**src/core/tcc_consts.svh**
```systemverilog
/*
 * Register offsets, field positions, codes and limits of the capture/compare timer.
 * Assumes inclusion by bare name from the core files.
 */
`ifndef TCC_CONSTS_SVH
`define TCC_CONSTS_SVH
// ==========================================================
// Register byte offsets
`define TCC_ADDR_MODE 5'h00
`define TCC_ADDR_CCTRL 5'h04
`define TCC_ADDR_OUTC 5'h08
`define TCC_ADDR_PRESC 5'h0C
`define TCC_ADDR_COUNT 5'h10
`define TCC_ADDR_CCA 5'h14
`define TCC_ADDR_CCB 5'h18
// ==========================================================
// Field positions
`define TCC_OVF_BIT 0
`define TCC_RUN_LO 2
`define TCC_RUN_HI 3
`define TCC_CCA_CAPT 0
`define TCC_CCA_INV 1
`define TCC_CCB_CAPT 2
`define TCC_OE_BIT 0
`define TCC_TOGA_BIT 1
`define TCC_TOGB_BIT 4
`define TCC_OSEN_BIT 5
`define TCC_OSTRIG_BIT 6
`define TCC_CKS_LO 0
`define TCC_CKS_HI 1
`define TCC_ES_LO 4
`define TCC_ES_HI 5
// ==========================================================
// Codes and values
`define TCC_RUN_STOP 2'h0
`define TCC_RUN_RESTART 2'h1
`define TCC_RUN_FREE 2'h2
`define TCC_RUN_MATCHCLR 2'h3
`define TCC_ES_FALL 2'h0
`define TCC_ES_RISE 2'h1
`define TCC_ES_BOTH 2'h3
`define TCC_CKS_DIV1 2'h0
`define TCC_CKS_DIV4 2'h1
`define TCC_CKS_DIV256 2'h2
`define TCC_CKS_EVENT 2'h3
`define TCC_DIV1 9'h001
`define TCC_DIV4 9'h004
`define TCC_DIV256 9'h100
`define TCC_ALL_ONES 16'hFFFF
`define TCC_ZERO16 16'h0000
`define TCC_ONE16 16'h0001
`define TCC_IRQ_WAIT_MAX 260
`endif

```
**src/core/tcc_pkg.sv**
```systemverilog
/*
 * Types shared by the capture/compare timer.
 * Assumes nothing beyond a SystemVerilog compiler.
 */
package tcc_pkg;
    typedef enum logic [1:0] {TCC_OS_IDLE, TCC_OS_PRE, TCC_OS_PULSE} tcc_os_state_type;
endpackage : tcc_pkg

```
**src/core/tcc_top.sv**
```systemverilog
/*
 * 16-bit timer/counter with two capture/compare registers, Avalon-MM slave.
 * Assumes sys_clk is fx; the capture pin is asynchronous; one bus master.
 */
`timescale 1ns/10ps
`include "tcc_consts.svh"
module tcc_top
    import tcc_pkg::*;
#(
    parameter int DATA_W = 16,
    parameter int PRE_W = 9
) (
    input wire logic sys_clk,
    input wire logic srst,
    input wire logic [4:0] avs_address,
    input wire logic avs_read,
    input wire logic avs_write,
    input wire logic [31:0] avs_writedata,
    input wire logic [3:0] avs_byteenable,
    output logic [31:0] avs_readdata,
    output logic avs_waitrequest,
    input wire logic capture_input_a,
    output logic timer_output_pin,
    output logic match_a_irq,
    output logic capture_b_irq
);
    // ==========================================================
    // State
    // Longest wait from a capture to its irq, in fx cycles
    localparam int IRQ_WAIT_MAX = `TCC_IRQ_WAIT_MAX;
    logic [1:0] run_mode_reg;
    logic overflow_flag_reg;
    logic [2:0] cc_ctrl_reg;
    logic [3:0] out_ctrl_reg;
    logic [1:0] cks_reg;
    logic [1:0] edge_sel_reg;
    logic [DATA_W-1:0] main_counter_reg;
    logic [DATA_W-1:0] main_counter_next;
    logic [DATA_W-1:0] cc_a_reg;
    logic [DATA_W-1:0] cc_b_reg;
    logic pend_a_reg;
    logic pend_b_reg;
    logic irqp_a_reg;
    logic irqp_b_reg;
    logic level_reg;
    logic level_next;
    tcc_os_state_type os_state_reg;
    tcc_os_state_type os_state_next;
    logic wait_reg;
    logic [31:0] rdata_reg;
    logic match_a_irq_reg;
    logic capture_b_irq_reg;
    logic pin_reg;
    // ==========================================================
    // Count clock and input filter
    wire running = (run_mode_reg != `TCC_RUN_STOP);
    wire event_mode = (cks_reg == `TCC_CKS_EVENT);
    wire pre_rise;
    wire pre_fall;
    wire in_rise;
    wire in_fall;
    tcc_prescaler #(.CNT_W(PRE_W)) u_pre (
        .sys_clk(sys_clk),
        .srst(srst),
        .run(running),
        .sel(cks_reg),
        .rise_pulse(pre_rise),
        .fall_pulse(pre_fall)
    );
    tcc_edge_filter u_filt (
        .sys_clk(sys_clk),
        .srst(srst),
        .pin_raw(capture_input_a),
        .sample_en(running && (event_mode || pre_rise)),
        .rise_pulse(in_rise),
        .fall_pulse(in_fall)
    );
    // ==========================================================
    // Edge selection
    wire sel_edge = ((edge_sel_reg == `TCC_ES_BOTH) && (in_rise || in_fall))
                 || ((edge_sel_reg == `TCC_ES_RISE) && in_rise)
                 || ((edge_sel_reg == `TCC_ES_FALL) && in_fall);
    wire inv_edge = ((edge_sel_reg == `TCC_ES_RISE) && in_fall)
                 || ((edge_sel_reg == `TCC_ES_FALL) && in_rise);
    wire a_capt = cc_ctrl_reg[`TCC_CCA_CAPT];
    wire a_inv = cc_ctrl_reg[`TCC_CCA_INV];
    wire b_capt = cc_ctrl_reg[`TCC_CCB_CAPT];
    wire oe = out_ctrl_reg[0];
    wire tog_a = out_ctrl_reg[1];
    wire tog_b = out_ctrl_reg[2];
    wire os_en = out_ctrl_reg[3];
    // ==========================================================
    // Bus decode
    wire req = avs_read || avs_write;
    wire acc = req && !wait_reg;
    wire wr = acc && avs_write;
    wire wr_mode = wr && (avs_address == `TCC_ADDR_MODE) && avs_byteenable[0];
    wire wr_cctrl = wr && (avs_address == `TCC_ADDR_CCTRL) && avs_byteenable[0];
    wire wr_outc = wr && (avs_address == `TCC_ADDR_OUTC) && avs_byteenable[0];
    wire wr_presc = wr && (avs_address == `TCC_ADDR_PRESC) && avs_byteenable[0];
    wire wr_cca = wr && (avs_address == `TCC_ADDR_CCA);
    wire wr_ccb = wr && (avs_address == `TCC_ADDR_CCB);
    wire [DATA_W-1:0] wd_a = {avs_byteenable[1] ? avs_writedata[15:8] : cc_a_reg[15:8],
                              avs_byteenable[0] ? avs_writedata[7:0] : cc_a_reg[7:0]};
    wire [DATA_W-1:0] wd_b = {avs_byteenable[1] ? avs_writedata[15:8] : cc_b_reg[15:8],
                              avs_byteenable[0] ? avs_writedata[7:0] : cc_b_reg[7:0]};
    wire [31:0] rd_mux =
        (avs_address == `TCC_ADDR_MODE) ? {28'h0000000, run_mode_reg, 1'b0, overflow_flag_reg} :
        (avs_address == `TCC_ADDR_CCTRL) ? {29'h0000000, cc_ctrl_reg} :
        (avs_address == `TCC_ADDR_OUTC) ? {26'h000000, os_en, tog_b, 2'h0, tog_a, oe} :
        (avs_address == `TCC_ADDR_PRESC) ? {26'h000000, edge_sel_reg, 2'h0, cks_reg} :
        (avs_address == `TCC_ADDR_COUNT) ? {16'h0000, main_counter_reg} :
        (avs_address == `TCC_ADDR_CCA) ? {16'h0000, cc_a_reg} :
        (avs_address == `TCC_ADDR_CCB) ? {16'h0000, cc_b_reg} : 32'h00000000;
    // ==========================================================
    // Counting, compare and capture events
    wire step = running && (event_mode ? sel_edge : pre_rise);
    wire match_a = step && !a_capt && (main_counter_reg == cc_a_reg);
    wire match_b = step && !b_capt && (main_counter_reg == cc_b_reg);
    wire do_cap_b = pend_b_reg && pre_fall;
    wire do_cap_a = pend_a_reg && pre_fall;
    wire restart_clr = do_cap_b && (run_mode_reg == `TCC_RUN_RESTART);
    wire sw_trig = wr_outc && avs_writedata[`TCC_OSTRIG_BIT];
    wire ext_trig = os_en && running && !event_mode && sel_edge
                    && (os_state_reg != TCC_OS_PULSE);
    wire start = sw_trig || ext_trig;
    wire b_first = (cc_b_reg < cc_a_reg);
    wire os_on = b_first ? match_b : match_a;
    wire os_off = b_first ? match_a : match_b;
    wire wrap = step && (main_counter_reg == `TCC_ALL_ONES);
    always_comb begin
        main_counter_next = main_counter_reg;
        if (!running || start || restart_clr) main_counter_next = `TCC_ZERO16;
        else if (step && (run_mode_reg == `TCC_RUN_MATCHCLR) && match_a)
            main_counter_next = `TCC_ZERO16;
        else if (step) main_counter_next = main_counter_reg + `TCC_ONE16;
    end
    always_comb begin
        level_next = level_reg;
        os_state_next = os_state_reg;
        if (start) begin
            level_next = 1'b0;
            os_state_next = TCC_OS_PRE;
        end else if (os_en) begin
            case (os_state_reg)
                TCC_OS_PRE: begin
                    if (os_on) begin
                        level_next = 1'b1;
                        os_state_next = TCC_OS_PULSE;
                    end
                end
                TCC_OS_PULSE: begin
                    if (os_off) begin
                        level_next = 1'b0;
                        os_state_next = TCC_OS_IDLE;
                    end
                end
                default: os_state_next = TCC_OS_IDLE;
            endcase
        end else begin
            if (tog_a && match_a) level_next = !level_next;
            if (tog_b && match_b) level_next = !level_next;
        end
    end
    // ==========================================================
    // Bus slave: one wait state, then a one-cycle answer
    always_ff @(posedge sys_clk) begin
        if (srst) begin
            wait_reg <= 1'b1;
            rdata_reg <= 32'h00000000;
        end else begin
            wait_reg <= !(req && wait_reg);
            if (req && wait_reg) rdata_reg <= avs_read ? rd_mux : 32'h00000000;
        end
    end
    // ==========================================================
    // Control registers
    always_ff @(posedge sys_clk) begin
        if (srst) begin
            run_mode_reg <= `TCC_RUN_STOP;
            cc_ctrl_reg <= 3'h0;
            out_ctrl_reg <= 4'h0;
            cks_reg <= `TCC_CKS_DIV1;
            edge_sel_reg <= `TCC_ES_FALL;
        end else begin
            if (wr_mode) run_mode_reg <= avs_writedata[`TCC_RUN_HI:`TCC_RUN_LO];
            if (wr_cctrl) cc_ctrl_reg <= avs_writedata[`TCC_CCB_CAPT:`TCC_CCA_CAPT];
            if (wr_outc) out_ctrl_reg <= {avs_writedata[`TCC_OSEN_BIT],
                avs_writedata[`TCC_TOGB_BIT], avs_writedata[`TCC_TOGA_BIT],
                avs_writedata[`TCC_OE_BIT]};
            if (wr_presc) begin
                cks_reg <= avs_writedata[`TCC_CKS_HI:`TCC_CKS_LO];
                edge_sel_reg <= avs_writedata[`TCC_ES_HI:`TCC_ES_LO];
            end
        end
    end
    // ==========================================================
    // Overflow flag: hardware set beats software clear
    always_ff @(posedge sys_clk) begin
        if (srst) overflow_flag_reg <= 1'b0;
        else if (wrap) overflow_flag_reg <= 1'b1;
        else if (wr_mode && !avs_writedata[`TCC_OVF_BIT]) overflow_flag_reg <= 1'b0;
    end
    // ==========================================================
    // Counter and capture/compare registers; capture beats bus write
    always_ff @(posedge sys_clk) begin
        if (srst) begin
            main_counter_reg <= `TCC_ZERO16;
            cc_a_reg <= `TCC_ZERO16;
            cc_b_reg <= `TCC_ZERO16;
        end else begin
            main_counter_reg <= main_counter_next;
            if (do_cap_a) cc_a_reg <= main_counter_reg;
            else if (wr_cca) cc_a_reg <= wd_a;
            if (do_cap_b) cc_b_reg <= main_counter_reg;
            else if (wr_ccb) cc_b_reg <= wd_b;
        end
    end
    // ==========================================================
    // Capture pending and interrupt pending
    always_ff @(posedge sys_clk) begin
        if (srst || !running) begin
            pend_a_reg <= 1'b0;
            pend_b_reg <= 1'b0;
            irqp_a_reg <= 1'b0;
            irqp_b_reg <= 1'b0;
        end else begin
            if (!event_mode && b_capt && sel_edge) pend_b_reg <= 1'b1;
            else if (do_cap_b) pend_b_reg <= 1'b0;
            if (!event_mode && a_capt && a_inv && inv_edge) pend_a_reg <= 1'b1;
            else if (do_cap_a) pend_a_reg <= 1'b0;
            if (do_cap_b) irqp_b_reg <= 1'b1;
            else if (pre_rise) irqp_b_reg <= 1'b0;
            if (do_cap_a) irqp_a_reg <= 1'b1;
            else if (pre_rise) irqp_a_reg <= 1'b0;
        end
    end
    // ==========================================================
    // Output pin, one-shot state and interrupt pulses
    always_ff @(posedge sys_clk) begin
        if (srst) begin
            level_reg <= 1'b0;
            os_state_reg <= TCC_OS_IDLE;
            pin_reg <= 1'b0;
            match_a_irq_reg <= 1'b0;
            capture_b_irq_reg <= 1'b0;
        end else begin
            level_reg <= level_next;
            os_state_reg <= os_state_next;
            pin_reg <= oe && level_next;
            match_a_irq_reg <= match_a || (irqp_a_reg && pre_rise && !do_cap_a);
            capture_b_irq_reg <= match_b || (irqp_b_reg && pre_rise && !do_cap_b);
        end
    end
    assign avs_readdata = rdata_reg;
    assign avs_waitrequest = wait_reg;
    assign timer_output_pin = pin_reg;
    assign match_a_irq = match_a_irq_reg;
    assign capture_b_irq = capture_b_irq_reg;
    // ==========================================================
    // Checks
    a_bus_one_wait: assert property (@(posedge sys_clk) disable iff (srst)
        (req && wait_reg) |=> !wait_reg ##1 wait_reg)
        else $error("bus answer not one cycle after request");
    a_ovf_on_wrap: assert property (@(posedge sys_clk) disable iff (srst)
        wrap |=> overflow_flag_reg && main_counter_reg == `TCC_ZERO16)
        else $error("counter wrap did not set overflow");
    a_cap_b_value: assert property (@(posedge sys_clk) disable iff (srst)
        do_cap_b |=> cc_b_reg == $past(main_counter_reg))
        else $error("register B did not capture counter");
    a_cap_a_value: assert property (@(posedge sys_clk) disable iff (srst)
        do_cap_a |=> cc_a_reg == $past(main_counter_reg))
        else $error("register A did not capture counter");
    a_irq_after_cap: assert property (@(posedge sys_clk) disable iff (srst || !running)
        do_cap_b |-> !capture_b_irq_reg ##[1:IRQ_WAIT_MAX] capture_b_irq_reg)
        else $error("capture irq not raised at next count clock rise");
    a_restart_clear: assert property (@(posedge sys_clk) disable iff (srst)
        restart_clr |=> main_counter_reg == `TCC_ZERO16)
        else $error("restart capture did not clear counter");
    a_event_count: assert property (@(posedge sys_clk) disable iff (srst)
        (event_mode && step && !start && !match_a)
        |=> main_counter_reg == $past(main_counter_reg) + `TCC_ONE16)
        else $error("event edge did not advance counter");
    a_match_clear: assert property (@(posedge sys_clk) disable iff (srst)
        (run_mode_reg == `TCC_RUN_MATCHCLR && match_a && !start)
        |=> main_counter_reg == `TCC_ZERO16 && match_a_irq_reg)
        else $error("match A did not clear counter and raise irq");
    a_square_toggle: assert property (@(posedge sys_clk) disable iff (srst)
        (oe && tog_a && match_a && !match_b && !os_en && !start)
        |=> timer_output_pin != $past(timer_output_pin))
        else $error("output did not invert on match A");
    a_oneshot_start: assert property (@(posedge sys_clk) disable iff (srst)
        sw_trig |=> main_counter_reg == `TCC_ZERO16 && os_state_reg == TCC_OS_PRE)
        else $error("one-shot trigger did not clear and arm");
    a_pin_needs_enable: assert property (@(posedge sys_clk) disable iff (srst)
        !oe |=> !timer_output_pin)
        else $error("timer output driven while output disabled");
    a_oneshot_on: assert property (@(posedge sys_clk) disable iff (srst)
        (os_en && !start && os_state_reg == TCC_OS_PRE && os_on)
        |=> level_reg && os_state_reg == TCC_OS_PULSE)
        else $error("one-shot pulse did not go active");
    a_oneshot_off: assert property (@(posedge sys_clk) disable iff (srst)
        (os_en && !start && os_state_reg == TCC_OS_PULSE && os_off)
        |=> !level_reg && os_state_reg == TCC_OS_IDLE)
        else $error("one-shot pulse did not go inactive");
    a_ext_trig_restart: assert property (@(posedge sys_clk) disable iff (srst)
        ext_trig |=> main_counter_reg == `TCC_ZERO16 && os_state_reg == TCC_OS_PRE)
        else $error("pin edge did not restart one-shot");
    a_stop_holds_zero: assert property (@(posedge sys_clk) disable iff (srst)
        !running |=> main_counter_reg == `TCC_ZERO16)
        else $error("stopped counter not held at zero");
    a_match_irq: assert property (@(posedge sys_clk) disable iff (srst)
        match_a |=> match_a_irq_reg)
        else $error("match A did not raise irq");
    a_cap_a_irq: assert property (@(posedge sys_clk) disable iff (srst || !running)
        do_cap_a |-> !match_a_irq_reg ##[1:IRQ_WAIT_MAX] match_a_irq_reg)
        else $error("capture A irq not raised at next count clock rise");
    a_ovf_sw_clear: assert property (@(posedge sys_clk) disable iff (srst)
        (wr_mode && !avs_writedata[`TCC_OVF_BIT] && !wrap) |=> !overflow_flag_reg)
        else $error("software clear of overflow lost");
    a_write_reads_zero: assert property (@(posedge sys_clk) disable iff (srst)
        (avs_write && wait_reg) |=> avs_readdata == 32'h00000000)
        else $error("write answer carried read data");
endmodule : tcc_top

```
**src/core/tcc_prescaler.sv**
```systemverilog
/*
 * Count clock generator: rise and fall pulses of the count clock at fx, fx/4, fx/256.
 * Assumes sys_clk is fx; held at phase zero while the timer is stopped.
 */
`timescale 1ns/10ps
`include "tcc_consts.svh"
module tcc_prescaler #(
    parameter int CNT_W = 9
) (
    input wire logic sys_clk,
    input wire logic srst,
    input wire logic run,
    input wire logic [1:0] sel,
    output logic rise_pulse,
    output logic fall_pulse
);
    logic [CNT_W-1:0] cnt_reg;
    logic [CNT_W-1:0] cnt_next;
    wire [CNT_W-1:0] div = (sel == `TCC_CKS_DIV4) ? CNT_W'(`TCC_DIV4) :
                           (sel == `TCC_CKS_DIV256) ? CNT_W'(`TCC_DIV256) : CNT_W'(`TCC_DIV1);
    wire wrap = (cnt_reg >= div - CNT_W'(1));
    assign cnt_next = (!run || wrap) ? '0 : cnt_reg + CNT_W'(1);
    assign rise_pulse = run && (cnt_reg == '0);
    assign fall_pulse = run && (cnt_reg == (div >> 1));
    // ==========================================================
    // Phase counter
    always_ff @(posedge sys_clk) begin
        if (srst) cnt_reg <= '0;
        else cnt_reg <= cnt_next;
    end
endmodule : tcc_prescaler

```
**src/core/tcc_edge_filter.sv**
```systemverilog
/*
 * Synchroniser and two-sample noise filter for the capture input pin.
 * Assumes an asynchronous pin; sample_en paces the sampling.
 */
`timescale 1ns/10ps
module tcc_edge_filter (
    input wire logic sys_clk,
    input wire logic srst,
    input wire logic pin_raw,
    input wire logic sample_en,
    output logic rise_pulse,
    output logic fall_pulse
);
    logic sync_a_reg;
    logic sync_b_reg;
    logic samp_reg;
    logic lvl_reg;
    wire stable = sample_en && (sync_b_reg == samp_reg);
    assign rise_pulse = stable && samp_reg && !lvl_reg;
    assign fall_pulse = stable && !samp_reg && lvl_reg;
    // ==========================================================
    // Synchroniser and sampler
    always_ff @(posedge sys_clk) begin
        if (srst) begin
            sync_a_reg <= 1'b0;
            sync_b_reg <= 1'b0;
            samp_reg <= 1'b0;
            lvl_reg <= 1'b0;
        end else begin
            sync_a_reg <= pin_raw;
            sync_b_reg <= sync_a_reg;
            if (sample_en) samp_reg <= sync_b_reg;
            if (stable) lvl_reg <= samp_reg;
        end
    end
    a_filter_two_samples: assert property (@(posedge sys_clk) disable iff (srst)
        (rise_pulse || fall_pulse) |-> (sample_en && samp_reg == sync_b_reg
                                         && lvl_reg != sync_b_reg))
        else $error("edge accepted without two equal samples");
endmodule : tcc_edge_filter

```
**config.mk**
```make
export PLATFORM = sky130hd
export DESIGN_NAME = tcc_top
export DESIGN_NICKNAME = d
export VERILOG_FILES = /design/src/core/tcc_pkg.sv /design/src/core/tcc_top.sv /design/src/core/tcc_prescaler.sv /design/src/core/tcc_edge_filter.sv
export VERILOG_INCLUDE_DIRS = /design/src /design/src/core
export SDC_FILE = /design/constraint.sdc
export NUM_CORES = 1
export LEC_CHECK = 0
export BUFFER_PORTS_ARGS = -buffer_cell sky130_fd_sc_hd__buf_2
export CORE_MARGIN = 10
export CORE_UTILIZATION = 53
export CTS_CLUSTER_DIAMETER = 60
export DETAILED_ROUTE_END_ITERATION = 16
export GPL_TIMING_DRIVEN = 0
export PLACE_DENSITY = 0.77
export SYNTH_ARGS = -nofsm -noshare
export SYNTH_HDL_FRONTEND = slang
export SYNTH_SLANG_ARGS = --single-unit
export TNS_END_PERCENT = 30
```
**constraint.sdc**
```tcl
create_clock -name sys_clk -period 2.45 [get_ports sys_clk]
set_input_delay 0 -clock sys_clk [delete_from_list [all_inputs] [get_ports sys_clk]]
set_output_delay 0 -clock sys_clk [all_outputs]
set_load 0.01 [all_outputs]
```
==> results.md <==
- First-pass GRT wire length: 28100 µm
- Leak: ~3.2 nW
- Top cell type's share of synthesized area: 0.332
- Critical Path Fanout Max: 5
- Die Y: 128 µm
- FF-to-FF End: u_pre.cnt_reg[4]$_SDFF_PP0_
- Cts bufs inserted: 9
- Post-layout min period: about 2.4 ns
- Reg2Reg Setup Slack: 0.009 ns
- Worst EP arrival: roughly 2.7 ns
- RSZ-0062 raised after global routing: true
- Setup ws final: a little over 0.009 ns
- Antenna diode count: 0
- Final wirelength: about 18000 µm
- DP Worst Slack: -0.280 ns
- Number of synthesized register bits: just over 100
- Total Routing Usage GR: 0.214
- Total gr overflow: 0
- Top cells by area, synth: dfxtp_1 33%, mux2i_1 8.8%, ha_1 6.5%
- Mean routed wirelength per cell: roughly 19 µm
- CP startpoint: cks_reg[0]$_SDFFE_PP0P_
- Sequential fraction of the synthesis area: 0.332
- Relative slew slack: 0.485
- HP Start: avs_writedata[10]
- Die area: around 16000 µm²
- Final worst path period share: 0.996
- Die width: 128 µm
- Layout area overhead: 21.4%
- Worst clock skew: 0.00799 ns
- Non-filler cells, final: 964
- Crit path to: u_pre.cnt_reg[4]$_SDFF_PP0_
- Worst hold path class: in2reg
- Worst Max-Slew Pin Slew: between 0.7 and 0.8 ns
- Req. time, crit path: 2.74 ns
- Avg Inst Size Synth: between 8 and 9 µm²
- Site Rows: 39
- CP Launch Type: flip-flop
- Remaining routing DRC violations: 0
- Routed vias/inst: between 5 and 6
- Nets: a little under 900
- Vias in the first global route: ~5400
- CP Class: reg2reg
- Synth async-reset ratio: 0
- H-Tree Depth: 3
- Max-cap violations: 0
- Area of the core: 11400 µm²
- Drt initial violations: 472
- CTS Root Cell: clkbuf_16
- Crit. End Element: flip-flop
- Port bufs: 45
- Reg-to-Reg Start: cks_reg[0]$_SDFFE_PP0P_
- CTS tree: built
- Pwr/cell area: between 400 and 500 nW/µm²
- Peak supply drop: roughly 0.44 mV
- ANT nets after route: 0
- Clock-pin slew on the worst setup and hold paths: about 0.07 ns
- Number of synthesized flops with an enable pin: 0
- First-pass DRT Iterations: 5
- Post-synth top flop: dfxtp_1
- Layout cell share with drive strength beyond 1: 0.231
- Final HPWL DP: approximately 13000 µm
- Filler cell count: between 900 and 1000
- Cells after DPL: between 900 and 1000
- Cell with the most instances after synthesis: dfxtp_1
- Routability cong.: 0.967
- Synth area leader: dfxtp_1
- Worst r2r path cells: 13
- Setup violation total in the final timing report: 0
- Top cells by count, synth: 102 x dfxtp_1, 89 x nor2_1, 58 x nand2_1, 54 x mux2i_1, 41 x a211oi_1
- Initial core utilization: 0.540
- Clk Latency, worst-skew pair: approximately 0.36 ns
- Clock Sinks: 102
- CTS max path bufs: 2
- Ports: just over 80
- Final hold vios: 0
- Status: finished clean
- Achievable Freq: a little over 400 MHz
- Mapped cell area: 6140 µm²
- Synth unique cells: 69
- Max Slew Vio Count: 0
- Initial antenna violation count: 0
- Via count: approximately 5700
- Mapped Cells: 715
- Largest net degree at the start of global routing: 17
- Synth Warn #: 0
-- worst min-delay path by stage --
stage / to / slack [ns] / depth (start not counted)
final: cc_b_reg[10]$_SDFFE_PP0P_ / 0.005 / 3
after global routing: cc_b_reg[13]$_SDFFE_PP0P_ / 0.03 / 3
after CTS: cc_a_reg[10]$_SDFFE_PP0P_ / 0.003 / 3
after detailed placement: u_filt.sync_a_reg$_SDFF_PP0_ / 0.23 / 2
after global placement: u_filt.sync_a_reg$_SDFF_PP0_ / 0.21 / 2
after floorplan: u_filt.sync_a_reg$_SDFF_PP0_ / 0.13 / 1
-- cell type report --
cell class | count | area (µm²) | area share
multi-input combinational | 539 | 3950 | 0.530
sequential | 102 | 2060 | 0.276
timing repair buffer | 80 | 522 | 0.0700
buffer | 55 | 363 | 0.0486
clock buffer | 9 | 225 | 0.0302
tap | 143 | 179 | 0.0240
inverter | 30 | 115 | 0.0154
clock inverter | 6 | 40.0 | 0.00537
-- per-stage QoR --
stage | util | area, µm² | hold slack, ns | power [mW] | TNS (ns)
floorplan | - | 6270 | 0.128 | 1.82 | -0.133
global placement | 0.587 | 6670 | 0.206 | 1.89 | -7.20
detailed placement | 0.587 | 6670 | 0.225 | 1.89 | -10.04
CTS | 0.629 | 7160 | 0.00309 | 3.20 | -0.0508
global route | 0.656 | 7460 | 0.0326 | 3.29 | -0.785
finish | 0.656 | 7460 | 0.00485 | 3.22 | 0
-- routing by layer --
| metal | track usage | share of wire |
|---|---|---|
| met1 | 0.272 | 0.42 |
| met2 | 0.338 | 0.47 |
| met5 | 0 | 0 |
| met4 | 0.101 | 0.030 |
| met3 | 0.0455 | 0.083 |
-- repair_timing --
item,CTS,global route
cloned,1,1
pin swaps,11,22
gates resized for setup,24,43
hold buffers,12,0
setup endpoints to repair,65,31
buffers inserted,2,19
endpoints found under the hold margin,15,0
-- logic make-up (layout without fill, tap and decap cells) --
family	Yosys count	in the layout	synth area share
simple gates	235	235	0.191
compound gates	143	143	0.164
flops	102	102	0.332
buf+inv	89	180	0.0725
mux	58	58	0.0959
xor+xnor	55	55	0.0784
fa+ha+maj	32	32	0.0652
other cells	1	16	0.000611
-- worst max-delay path: stages (launching register included) --
cell and delay, ns:
dfxtp_4 0.37, inv_4 0.04, ha_4 0.25, inv_2 0.04, ha_4 0.23, nand2b_4 0.13
a21o_1 0.15, a21o_1 0.15, a21o_1 0.15, a21o_1 0.15, a21o_1 0.15, a21o_1 0.18
clkbuf_8 0.16, a211oi_2 0.21
-- report_power, final --
| group | switching [mW] | total (mW) | internal, mW | leakage, nW |
|---|---|---|---|---|
| clock network | 0.658 | 1.34 | 0.679 | 0.119 |
| registers | 0.00562 | 1.67 | 1.66 | 0.828 |
| logic | 0.130 | 0.215 | 0.0852 | 2.21 |
-- cell usage in the layout, fill, tap and decap left out, types with 5 or more instances in the layout --
master	Yosys	final
a21o_1	10	10
buf_4	17	39
nor2b_1	8	7
o21ai_0	17	15
mux2i_1	54	54
nand3_1	18	18
dfxtp_2	0	9
a211oi_1	41	31
and3_1	5	5
nor3_1	9	7
a21oi_1	29	27
a22oi_1	14	14
nand2_1	58	56
dfxtp_1	102	91
ha_1	32	30
nand4_1	11	11
nor2_1	89	89
clkbuf_16	0	9
buf_2	8	51
dlygate4sd3_1	0	12
inv_1	30	27
xor2_1	31	31
xnor2_1	24	20
clkbuf_1	26	16
conb_1	1	16
buf_6	5	6
a211oi_2	0	10
(Power assumes the default switching activity.)
